`config.mk`:
```
export PLATFORM = sky130hd
export DESIGN_NAME = gxp_core
export DESIGN_NICKNAME = d
export VERILOG_FILES = /design/src/hw/gxp_core.v
export VERILOG_INCLUDE_DIRS = /design/src /design/src/hw
export SDC_FILE = /design/constraint.sdc
export NUM_CORES = 1
export LEC_CHECK = 0
export BUFFER_PORTS_ARGS = -buffer_cell sky130_fd_sc_hd__clkbuf_2
export CAP_MARGIN = 15
export CORE_UTILIZATION = 55
export DETAILED_ROUTE_END_ITERATION = 6
export PLACE_DENSITY = 0.84
export SYNTH_ARGS = -nofsm -noshare
export SYNTH_HDL_FRONTEND = slang
export SYNTH_SLANG_ARGS = --single-unit
```
`constraint.sdc`:
```
create_clock -name sys_clk_i -period 2.5 [get_ports sys_clk_i]
set_input_delay 0.25 -clock sys_clk_i [delete_from_list [all_inputs] [get_ports sys_clk_i]]
set_output_delay 0.25 -clock sys_clk_i [all_outputs]
set_load 0.005 [all_outputs]
```
`src/hw/gxp_regs.vh`:
```
`ifndef GXP_REGS_VH
`define GXP_REGS_VH

// Command byte offsets, low bank then high bank
`define GXP_OFF_PIN_STATE_LOW      8'h00
`define GXP_OFF_PIN_STATE_HIGH     8'h01
`define GXP_OFF_OUTPUT_LEVEL_LOW   8'h02
`define GXP_OFF_OUTPUT_LEVEL_HIGH  8'h03
`define GXP_OFF_INPUT_INVERT_LOW   8'h04
`define GXP_OFF_INPUT_INVERT_HIGH  8'h05
`define GXP_OFF_DIRECTION_LOW      8'h06
`define GXP_OFF_DIRECTION_HIGH     8'h07
`define GXP_OFF_PULLUP_ENABLE_LOW  8'h08
`define GXP_OFF_PULLUP_ENABLE_HIGH 8'h09
`define GXP_OFF_IRQ_ENABLE_LOW     8'h0A
`define GXP_OFF_IRQ_ENABLE_HIGH    8'h0B
`define GXP_OFF_HIZ_CONTROL_LOW    8'h0C
`define GXP_OFF_HIZ_CONTROL_HIGH   8'h0D
`define GXP_OFF_IRQ_STATUS_LOW     8'h0E
`define GXP_OFF_IRQ_STATUS_HIGH    8'h0F
`define GXP_OFF_RISE_ENABLE_LOW    8'h10
`define GXP_OFF_RISE_ENABLE_HIGH   8'h11
`define GXP_OFF_FALL_ENABLE_LOW    8'h12
`define GXP_OFF_FALL_ENABLE_HIGH   8'h13
`define GXP_OFF_GLITCH_FILTER_LOW  8'h14
`define GXP_OFF_GLITCH_FILTER_HIGH 8'h15

// Reset values, both banks together
`define GXP_RST_OUTPUT_LEVEL   16'hFFFF
`define GXP_RST_INPUT_INVERT   16'h0000
`define GXP_RST_DIRECTION      16'hFFFF
`define GXP_RST_PULLUP_ENABLE  16'h0000
`define GXP_RST_IRQ_ENABLE     16'h0000
`define GXP_RST_HIZ_CONTROL    16'h0000
`define GXP_RST_RISE_ENABLE    16'h0000
`define GXP_RST_FALL_ENABLE    16'h0000
`define GXP_RST_GLITCH_FILTER  16'hFFFF

// Bank masks: low bank is pins 7..0, high bank pins 15..8
`define GXP_MASK_LOW   16'h00FF
`define GXP_MASK_HIGH  16'hFF00

// Glitch filter timing
`define GXP_CLK_MHZ         200
`define GXP_FLT_PASS_NS     1075
`define GXP_FLT_REJECT_NS   225
`define GXP_FLT_HOLD_NS     500
`define GXP_FLT_CYC  ((`GXP_FLT_HOLD_NS * `GXP_CLK_MHZ) / 1000)
`define GXP_FLT_CNT_W       8

`endif

```
`src/hw/gxp_core.v`:
```
// What this block does
// - Pin-state read gives pin level, optionally inverted
// - Pin-state read clears that bank's pending interrupts
// - Output pins read back last output-level value
// - Writes to pin-state registers are ignored
// - Bit 7..0 map pins 7..0 or 15..8
// - Output-level drives outputs, reads back written value
// - Invert bit one shows inverted input level
// - Direction zero is output, one is input
// - All direction bits reset to one
// - Pull-up enable one turns on input pull-up
// - Interrupt enable allows interrupts, resets cleared
// - Output pins never raise interrupts
// - Three-state bit one floats the output pin
// - Status registers show pending pins, read-only
// - Rise enable raises interrupt on rising edge
// - Fall enable raises interrupt on falling edge
// - Filter enables reset to all ones
// - Filter passes long levels, rejects short pulses
// - Filter bit zero bypasses the filter
// - No edge bits: any edge, clears on return
// - Edge bits set: cleared only by read
`include "gxp_regs.vh"

module gxp_core (
    // Clock and reset
    input  wire        sys_clk_i,
    input  wire        rst_i,
    // Register port from the serial slave
    input  wire [7:0]  reg_addr_i,
    input  wire        reg_wr_i,
    input  wire [7:0]  reg_wdata_i,
    input  wire        reg_rd_i,
    output wire [7:0]  reg_rdata_o,
    output wire        reg_rvalid_o,
    // GPIO pins
    input  wire [15:0] pin_in_i,
    output wire [15:0] pin_out_o,
    output wire [15:0] pin_oe_n_o,
    output wire [15:0] pin_pullup_o,
    // Interrupt
    output wire        irq_n_o
);

    // Filter hold in clock cycles; 500 ns leaves margin on both
    // sides of the reject and pass limits
    localparam integer FLT_LIM = `GXP_FLT_CYC;

    // Merge a byte into the selected bank of a 16-bit pair
    // hi picks the upper byte; the other bank keeps its value
    function [15:0] bank_wr;
        input [15:0] cur;
        input [7:0]  data;
        input        hi;
        begin
            if (hi) begin
                bank_wr = {data, cur[7:0]};
            end else begin
                bank_wr = {cur[15:8], data};
            end
        end
    endfunction

    // Select one bank of a 16-bit pair
    // Shared by every read case so the bank order lives in one place
    function [7:0] bank_rd;
        input [15:0] v;
        input        hi;
        begin
            if (hi) begin
                bank_rd = v[15:8];
            end else begin
                bank_rd = v[7:0];
            end
        end
    endfunction

    // Configuration registers, {high bank, low bank}
    // Kept as 16-bit pairs so bit n is always pin n inside the core
    reg [15:0] olvl_r;
    reg [15:0] inv_r;
    reg [15:0] dir_r;
    reg [15:0] pu_r;
    reg [15:0] ien_r;
    reg [15:0] hiz_r;
    reg [15:0] ren_r;
    reg [15:0] fen_r;
    reg [15:0] flt_en_r;

    // Pin sampling and interrupt state
    // One hold counter per pin, so pins never share a count
    reg [15:0] sync1_r;
    reg [15:0] sync2_r;
    reg [15:0] filt_r;
    reg [15:0] prev_r;
    reg [15:0] snap_r;
    reg [15:0] snap_nxt;
    reg [15:0] stat_r;
    reg [15:0] stat_nxt;
    reg [`GXP_FLT_CNT_W-1:0] cnt_r [0:15];

    // Output flops
    // Every port is a flop so pin drivers see no decode glitches
    reg [7:0]  rdata_r;
    reg        rvalid_r;
    reg [15:0] oe_n_r;
    reg [15:0] pull_r;
    reg        irq_n_r;

    // Decode helpers
    // Scratch values of the status loop, set afresh on every pass
    reg [15:0] rd_mask;
    reg        act;
    reg        setb;
    reg        clrb;
    reg        rise;
    reg        fall;
    integer    i;
    integer    j;

    // Odd offsets address the high bank
    wire        hi_sel = reg_addr_i[0];
    wire [15:0] eff;
    wire [15:0] pin_state;

    // Filtered level where enabled, raw synced level otherwise
    // Edge detection follows eff, so a filtered pin only shows
    // levels that held for the whole hold count
    assign eff = (flt_en_r & filt_r) | (~flt_en_r & sync2_r);

    // Inputs show pin level (inverted on request), outputs the latch
    // Raw synced level, not filtered: a read shows the pin as it is
    // Limitation: a change younger than two cycles is not yet seen
    assign pin_state = (dir_r & (sync2_r ^ inv_r))
                     | (~dir_r & olvl_r);

    // Register writes; pin-state and status offsets fall through
    // Read-only offsets have no case item, so a write to them
    // cannot touch any state by accident
    always @(posedge sys_clk_i) begin
        if (rst_i) begin
            // All pins inputs and filtered straight out of reset
            olvl_r   <= `GXP_RST_OUTPUT_LEVEL;
            inv_r    <= `GXP_RST_INPUT_INVERT;
            dir_r    <= `GXP_RST_DIRECTION;
            pu_r     <= `GXP_RST_PULLUP_ENABLE;
            ien_r    <= `GXP_RST_IRQ_ENABLE;
            hiz_r    <= `GXP_RST_HIZ_CONTROL;
            ren_r    <= `GXP_RST_RISE_ENABLE;
            fen_r    <= `GXP_RST_FALL_ENABLE;
            flt_en_r <= `GXP_RST_GLITCH_FILTER;
        end else if (reg_wr_i) begin
            case (reg_addr_i)
                `GXP_OFF_OUTPUT_LEVEL_LOW,
                `GXP_OFF_OUTPUT_LEVEL_HIGH: begin
                    olvl_r <= bank_wr(olvl_r, reg_wdata_i, hi_sel);
                end
                `GXP_OFF_INPUT_INVERT_LOW,
                `GXP_OFF_INPUT_INVERT_HIGH: begin
                    inv_r <= bank_wr(inv_r, reg_wdata_i, hi_sel);
                end
                `GXP_OFF_DIRECTION_LOW,
                `GXP_OFF_DIRECTION_HIGH: begin
                    dir_r <= bank_wr(dir_r, reg_wdata_i, hi_sel);
                end
                `GXP_OFF_PULLUP_ENABLE_LOW,
                `GXP_OFF_PULLUP_ENABLE_HIGH: begin
                    pu_r <= bank_wr(pu_r, reg_wdata_i, hi_sel);
                end
                `GXP_OFF_IRQ_ENABLE_LOW,
                `GXP_OFF_IRQ_ENABLE_HIGH: begin
                    ien_r <= bank_wr(ien_r, reg_wdata_i, hi_sel);
                end
                `GXP_OFF_HIZ_CONTROL_LOW,
                `GXP_OFF_HIZ_CONTROL_HIGH: begin
                    hiz_r <= bank_wr(hiz_r, reg_wdata_i, hi_sel);
                end
                `GXP_OFF_RISE_ENABLE_LOW,
                `GXP_OFF_RISE_ENABLE_HIGH: begin
                    ren_r <= bank_wr(ren_r, reg_wdata_i, hi_sel);
                end
                `GXP_OFF_FALL_ENABLE_LOW,
                `GXP_OFF_FALL_ENABLE_HIGH: begin
                    fen_r <= bank_wr(fen_r, reg_wdata_i, hi_sel);
                end
                `GXP_OFF_GLITCH_FILTER_LOW,
                `GXP_OFF_GLITCH_FILTER_HIGH: begin
                    flt_en_r <= bank_wr(flt_en_r, reg_wdata_i, hi_sel);
                end
                default: begin
                    // Pin-state, status and unmapped: no effect
                end
            endcase
        end
    end

    // Read data, registered one cycle after the strobe
    // Reading status does not clear it; only a pin-state read does
    // rvalid is a plain one-cycle echo of the strobe
    always @(posedge sys_clk_i) begin
        if (rst_i) begin
            rdata_r  <= 8'h00;
            rvalid_r <= 1'b0;
        end else begin
            rvalid_r <= reg_rd_i;
            if (reg_rd_i) begin
                case (reg_addr_i)
                    `GXP_OFF_PIN_STATE_LOW,
                    `GXP_OFF_PIN_STATE_HIGH:
                        rdata_r <= bank_rd(pin_state, hi_sel);
                    `GXP_OFF_OUTPUT_LEVEL_LOW,
                    `GXP_OFF_OUTPUT_LEVEL_HIGH:
                        rdata_r <= bank_rd(olvl_r, hi_sel);
                    `GXP_OFF_INPUT_INVERT_LOW,
                    `GXP_OFF_INPUT_INVERT_HIGH:
                        rdata_r <= bank_rd(inv_r, hi_sel);
                    `GXP_OFF_DIRECTION_LOW,
                    `GXP_OFF_DIRECTION_HIGH:
                        rdata_r <= bank_rd(dir_r, hi_sel);
                    `GXP_OFF_PULLUP_ENABLE_LOW,
                    `GXP_OFF_PULLUP_ENABLE_HIGH:
                        rdata_r <= bank_rd(pu_r, hi_sel);
                    `GXP_OFF_IRQ_ENABLE_LOW,
                    `GXP_OFF_IRQ_ENABLE_HIGH:
                        rdata_r <= bank_rd(ien_r, hi_sel);
                    `GXP_OFF_HIZ_CONTROL_LOW,
                    `GXP_OFF_HIZ_CONTROL_HIGH:
                        rdata_r <= bank_rd(hiz_r, hi_sel);
                    `GXP_OFF_IRQ_STATUS_LOW,
                    `GXP_OFF_IRQ_STATUS_HIGH:
                        rdata_r <= bank_rd(stat_r, hi_sel);
                    `GXP_OFF_RISE_ENABLE_LOW,
                    `GXP_OFF_RISE_ENABLE_HIGH:
                        rdata_r <= bank_rd(ren_r, hi_sel);
                    `GXP_OFF_FALL_ENABLE_LOW,
                    `GXP_OFF_FALL_ENABLE_HIGH:
                        rdata_r <= bank_rd(fen_r, hi_sel);
                    `GXP_OFF_GLITCH_FILTER_LOW,
                    `GXP_OFF_GLITCH_FILTER_HIGH:
                        rdata_r <= bank_rd(flt_en_r, hi_sel);
                    default:
                        // Unmapped offsets read as zero
                        rdata_r <= 8'h00;
                endcase
            end
        end
    end

    // Two-stage synchroniser, then per-pin hold counter
    // Hold of 500 ns sits well inside the 225/1075 ns window
    // A pin that flips back before the count runs out restarts it,
    // so a burst of short glitches can never add up to a pass
    always @(posedge sys_clk_i) begin
        if (rst_i) begin
            // Start low; a high pin settles within one hold count,
            // while interrupts are still disabled
            sync1_r <= 16'h0000;
            sync2_r <= 16'h0000;
            filt_r  <= 16'h0000;
            prev_r  <= 16'h0000;
            for (i = 0; i < 16; i = i + 1) begin
                cnt_r[i] <= {`GXP_FLT_CNT_W{1'b0}};
            end
        end else begin
            sync1_r <= pin_in_i;
            sync2_r <= sync1_r;
            prev_r  <= eff;
            for (i = 0; i < 16; i = i + 1) begin
                if (!flt_en_r[i] || sync2_r[i] == filt_r[i]) begin
                    // Bypassed pins track so re-enabling is glitch free
                    filt_r[i] <= sync2_r[i];
                    cnt_r[i]  <= {`GXP_FLT_CNT_W{1'b0}};
                end else if (cnt_r[i] ==
                             FLT_LIM[`GXP_FLT_CNT_W-1:0] - 8'h01) begin
                    // New level held for the whole hold time
                    filt_r[i] <= sync2_r[i];
                    cnt_r[i]  <= {`GXP_FLT_CNT_W{1'b0}};
                end else begin
                    cnt_r[i] <= cnt_r[i] + 8'h01;
                end
            end
        end
    end

    // Interrupt status next state; a set beats a clear
    // Own loop index, so no variable is driven from two processes
    always @* begin
        stat_nxt = stat_r;
        snap_nxt = snap_r;
        rd_mask  = 16'h0000;
        act      = 1'b0;
        setb     = 1'b0;
        clrb     = 1'b0;
        rise     = 1'b0;
        fall     = 1'b0;
        if (reg_rd_i) begin
            case (reg_addr_i)
                `GXP_OFF_PIN_STATE_LOW: begin
                    rd_mask = `GXP_MASK_LOW;
                end
                `GXP_OFF_PIN_STATE_HIGH: begin
                    rd_mask = `GXP_MASK_HIGH;
                end
                default: begin
                    rd_mask = 16'h0000;
                end
            endcase
        end
        for (j = 0; j < 16; j = j + 1) begin
            act  = dir_r[j] & ien_r[j];
            // Edge of the level the interrupt logic sees
            rise = eff[j] & ~prev_r[j];
            fall = ~eff[j] & prev_r[j];
            if (ren_r[j] | fen_r[j]) begin
                // Edge bits given: only a pin-state read clears
                setb = (ren_r[j] & rise)
                     | (fen_r[j] & fall);
                clrb = rd_mask[j];
            end else begin
                // No edge bits: a return to the snapshot clears too
                setb = rise | fall;
                clrb = rd_mask[j] | (eff[j] == snap_r[j]);
            end
            // Output or disabled pins are held clear; otherwise an
            // edge in the same cycle as a clear is kept, not lost
            if (!act) begin
                stat_nxt[j] = 1'b0;
            end else if (setb) begin
                stat_nxt[j] = 1'b1;
            end else if (clrb) begin
                stat_nxt[j] = 1'b0;
            end
            // Snapshot follows every pin-state read of its bank
            if (rd_mask[j]) begin
                snap_nxt[j] = eff[j];
            end
        end
    end

    // Status, snapshot and pin drive flops
    // oe_n and pull-up lag the registers by one cycle; harmless at
    // pin speeds, and it keeps every output on a flop
    always @(posedge sys_clk_i) begin
        if (rst_i) begin
            stat_r  <= 16'h0000;
            snap_r  <= 16'h0000;
            oe_n_r  <= 16'hFFFF;
            pull_r  <= 16'h0000;
            irq_n_r <= 1'b1;
        end else begin
            stat_r  <= stat_nxt;
            snap_r  <= snap_nxt;
            oe_n_r  <= dir_r | hiz_r;
            // Pull-up only on inputs, never loading a driven pin
            pull_r  <= pu_r & dir_r;
            // From the next status, so irq_n moves with the status
            irq_n_r <= ~(|stat_nxt);
        end
    end

    // Ports straight from their flops
    assign reg_rdata_o  = rdata_r;
    assign reg_rvalid_o = rvalid_r;
    assign pin_out_o    = olvl_r;
    assign pin_oe_n_o   = oe_n_r;
    assign pin_pullup_o = pull_r;
    assign irq_n_o      = irq_n_r;

endmodule

```
==> summary.md <==
| Metric | Value |
|---|---|
| Status | `finished, final reports clean` |
| Critical path capture point type | `flop` |
| Clock Skews | `29.4 ps` |
| RSZ-0062 raised after global routing | `false` |
| EDFF count, synth | `128` |
| Cell Rows | `67` |
| Worst-path clk slew | `60 ps` |
| Gpl congestion | `1.06` |
| Reg2reg setup slack | `130 ps` |
| Worst slew pin tran | `982 ps` |
| VDD IR-drop max | `0.000441 V` |
| Clock Tree Root | `clkbuf_16` |
| Chip height | `187 um` |
| Static Leakage | `0.00883 uW` |
| Fin. Hold Viols | `0` |
| Synthesized netlist cell count | `1999` |
| Pre-antenna DRT Iters | `6` |
| Detailed Route WL | `53700 um` |
| Reg-to-Reg Start | `flt_en_r[13]` |
| Slew Limit Fails | `0` |
| Global Route Usage Sum | `30.3%` |
| Final Hold Slack | `236 ps` |
| Flops & latches, synth | `410` |
| Multi-input combinational cell area | `9180 um2` |
| Worst setup path start | `flt_en_r[13]` |
| Vias in the first global route | `15000` |
| Most common cell after layout, fill and taps aside | `nand2_1` |
| Commonest register cell after synthesis | `dfxtp_1` |
| Worst R2R Path Depth | `8` |
| Die width | `187 um` |
| Post-route ant nets | `0` |
| Ys Warns | `0` |
| Register Area | `9490 um2` |
| Max_cap viols | `0` |
| Initial antenna violation count | `0` |
| Vias per cell | `5.76` |
| Initial Util | `55.9%` |
| Clk sink count | `410` |
| FMAX | `422 MHz` |
| Pwr per Cell Area | `652 nW/um2` |
| Rel. slew slack | `34.3%` |
| DRT iter0 DRCs | `1636` |
| Fraction of layout cells with a size suffix above 1 | `11.1%` |
| Worst skew pair latency | `550 ps` |
| CP Data Arrival Time | `2820 ps` |
| Fin crit share | `94.9%` |
| Hpwl dp | `37800 um` |
| Hold crit path type | `input port to flop` |
| First-pass GRT wire length | `82800 um` |
| Fin nets | `2344` |
| Wire length per cell | `19.6 um` |
| Total Neg Setup Slack | `0 ps` |
| Postcts setup bufs | `0` |
| Most frequent cells in the layout | `nand2_1, dfxtp_1, nor2_1` |
| Register area share after synthesis | `50.7%` |
| Post-synth cell types | `56` |
| Ports | `94` |
| Num CTS Buffers | `43` |
| Post-route cell area | `22100 um2` |
| Crit path capture | `irq_n_o` |
| Area of the die | `34800 um2` |
| Endpoints failing setup | `0` |
| Worst setup SP type | `flop` |
| H-Tree Depth | `2` |
| Diode count | `0` |
| CTS Buffer Depth | `3` |
| Largest net degree at the start of global routing | `110` |
| DRC | `0` |
| Tmin final | `2370 ps` |
| Max FO, Critical Path | `5` |
| Synth Cell Area | `18700 um2` |
| Reg-to-Reg End | `irq_n_o` |
| Synth Area per Inst | `9.37 um2` |
| Ys async rst share | `0%` |
| Crit Path Class | `flop to flop` |
| Vias | `15800` |
| GRT Residual Overflow | `0` |
| Area after DPL | `20500 um2` |
| Layout area overhead | `18.1%` |
| PortBufs | `93` |
| Fill count | `2571` |
| Placeable core region | `33500 um2` |
| CTS tree | `built` |
| WP data required | `2940 ps` |
| Total power | `14400 uW` |
synthesized netlist by cell type (22+ instances only):
cell / number / share of area [%]
nand2_1: 292 / 5.9
nor3_1: 29 / 0.77
ha_1: 48 / 3.2
nor2_1: 240 / 4.8
inv_1: 51 / 1.0
clkbuf_1: 75 / 1.5
mux2i_1: 121 / 6.5
o22ai_1: 22 / 0.73
nand3_1: 128 / 3.4
a21oi_1: 114 / 3.0
and3_1: 33 / 1.1
a211oi_1: 25 / 1.0
edfxtp_1: 128 / 21
or3_1: 28 / 0.94
nor2b_1: 35 / 1.2
xnor2_1: 62 / 2.9
dfxtp_1: 282 / 30
a221oi_1: 26 / 1.2
o21ai_0: 42 / 1.1
xor2_1: 74 / 3.5
stage by stage:
step                instances  setup WS (ps)  util (%)
global route             2743         0.0702      66.0
CTS                      2743           48.1      65.9
floorplan                2126            326         -
global placement         2646            126      61.1
finish                   2743            128      66.0
detailed placement       2646           56.5      61.1
routing by layer:
layer  vias up  GRT usage [%]  wire length, um
met5         -              0                0
met4         0           14.8             2700
met3       189           5.15             4480
met2       793           50.5            25100
met1      7460           38.2            21400
li1       7362              -                -
logic make-up after synthesis:
family | count (synthesis) | share of synthesized area [%]
simple gates | 845 | 20.4
compound gates | 289 | 9.68
flops | 410 | 50.7
other cells | 1 | 0.0200
buf+inv | 146 | 3.04
mux | 124 | 6.65
xor+xnor | 136 | 6.36
fa+ha+maj | 48 | 3.21
how the worst min path moves through the flow:
stage	startpoint	to	slack, ps	depth (start not counted)
2_1_floorplan	pin_in_i[0]	sync1_r[0]	380	1
3_3_place_gp	sync1_r[8]	sync2_r[8]	420	1
3_5_place_dp	sync1_r[2]	sync2_r[2]	430	1
4_1_cts	reg_rd_i	reg_rvalid_o	180	2
5_1_grt	reg_rd_i	reg_rvalid_o	230	2
6_report	reg_rd_i	reg_rvalid_o	240	2
critical path: stages, from the launching register on:
cell      delay [ps]
dfxtp_1          390
mux2i_2          370
inv_1             90
ha_1             200
a221o_1          290
o211ai_1         260
and4_1           280
nand4_1          110
o31ai_1          280
repair_timing:
| item | CTS | global route |
|---|---|---|
| hold endpoints to repair | 17 | 0 |
| hold buffers | 17 | 0 |
| gates resized for setup | 0 | 5 |
| endpoints found under the setup margin | 0 | 1 |
state kept, by name, indices dropped and copies added (netlist names):
register and cells:
ien_r 16, sync1_r 16, pin_out_o 16, sync2_r 16, inv_r 16, dir_r 16, stat_r 16, snap_r 16
reg_rdata_o 8, ren_r 16, pin_oe_n_o 16, hiz_r 16, fen_r 16, irq_n_o 1, prev_r 16, cnt_r 128
filt_r 16, pin_pullup_o 16, reg_rvalid_o 1, pu_r 16, flt_en_r 16
area by class of cell:
type | instances | share of cell area [%]
clock buffers | 69 | 5.94
clock inverters | 11 | 0.650
inverters | 51 | 0.865
multi-input cells | 1570 | 41.5
flip-flops and latches | 410 | 42.9
well taps | 448 | 2.53
repair buffers | 184 | 5.65
report_power, final:
group          switching, uW  internal (uW)  leakage [uW]
Sequential               137           7010       0.00360
Clock                   2610           3920      0.000719
Combinational            484            282       0.00451
No activity file was read; power rests on OpenSTA's default activity.
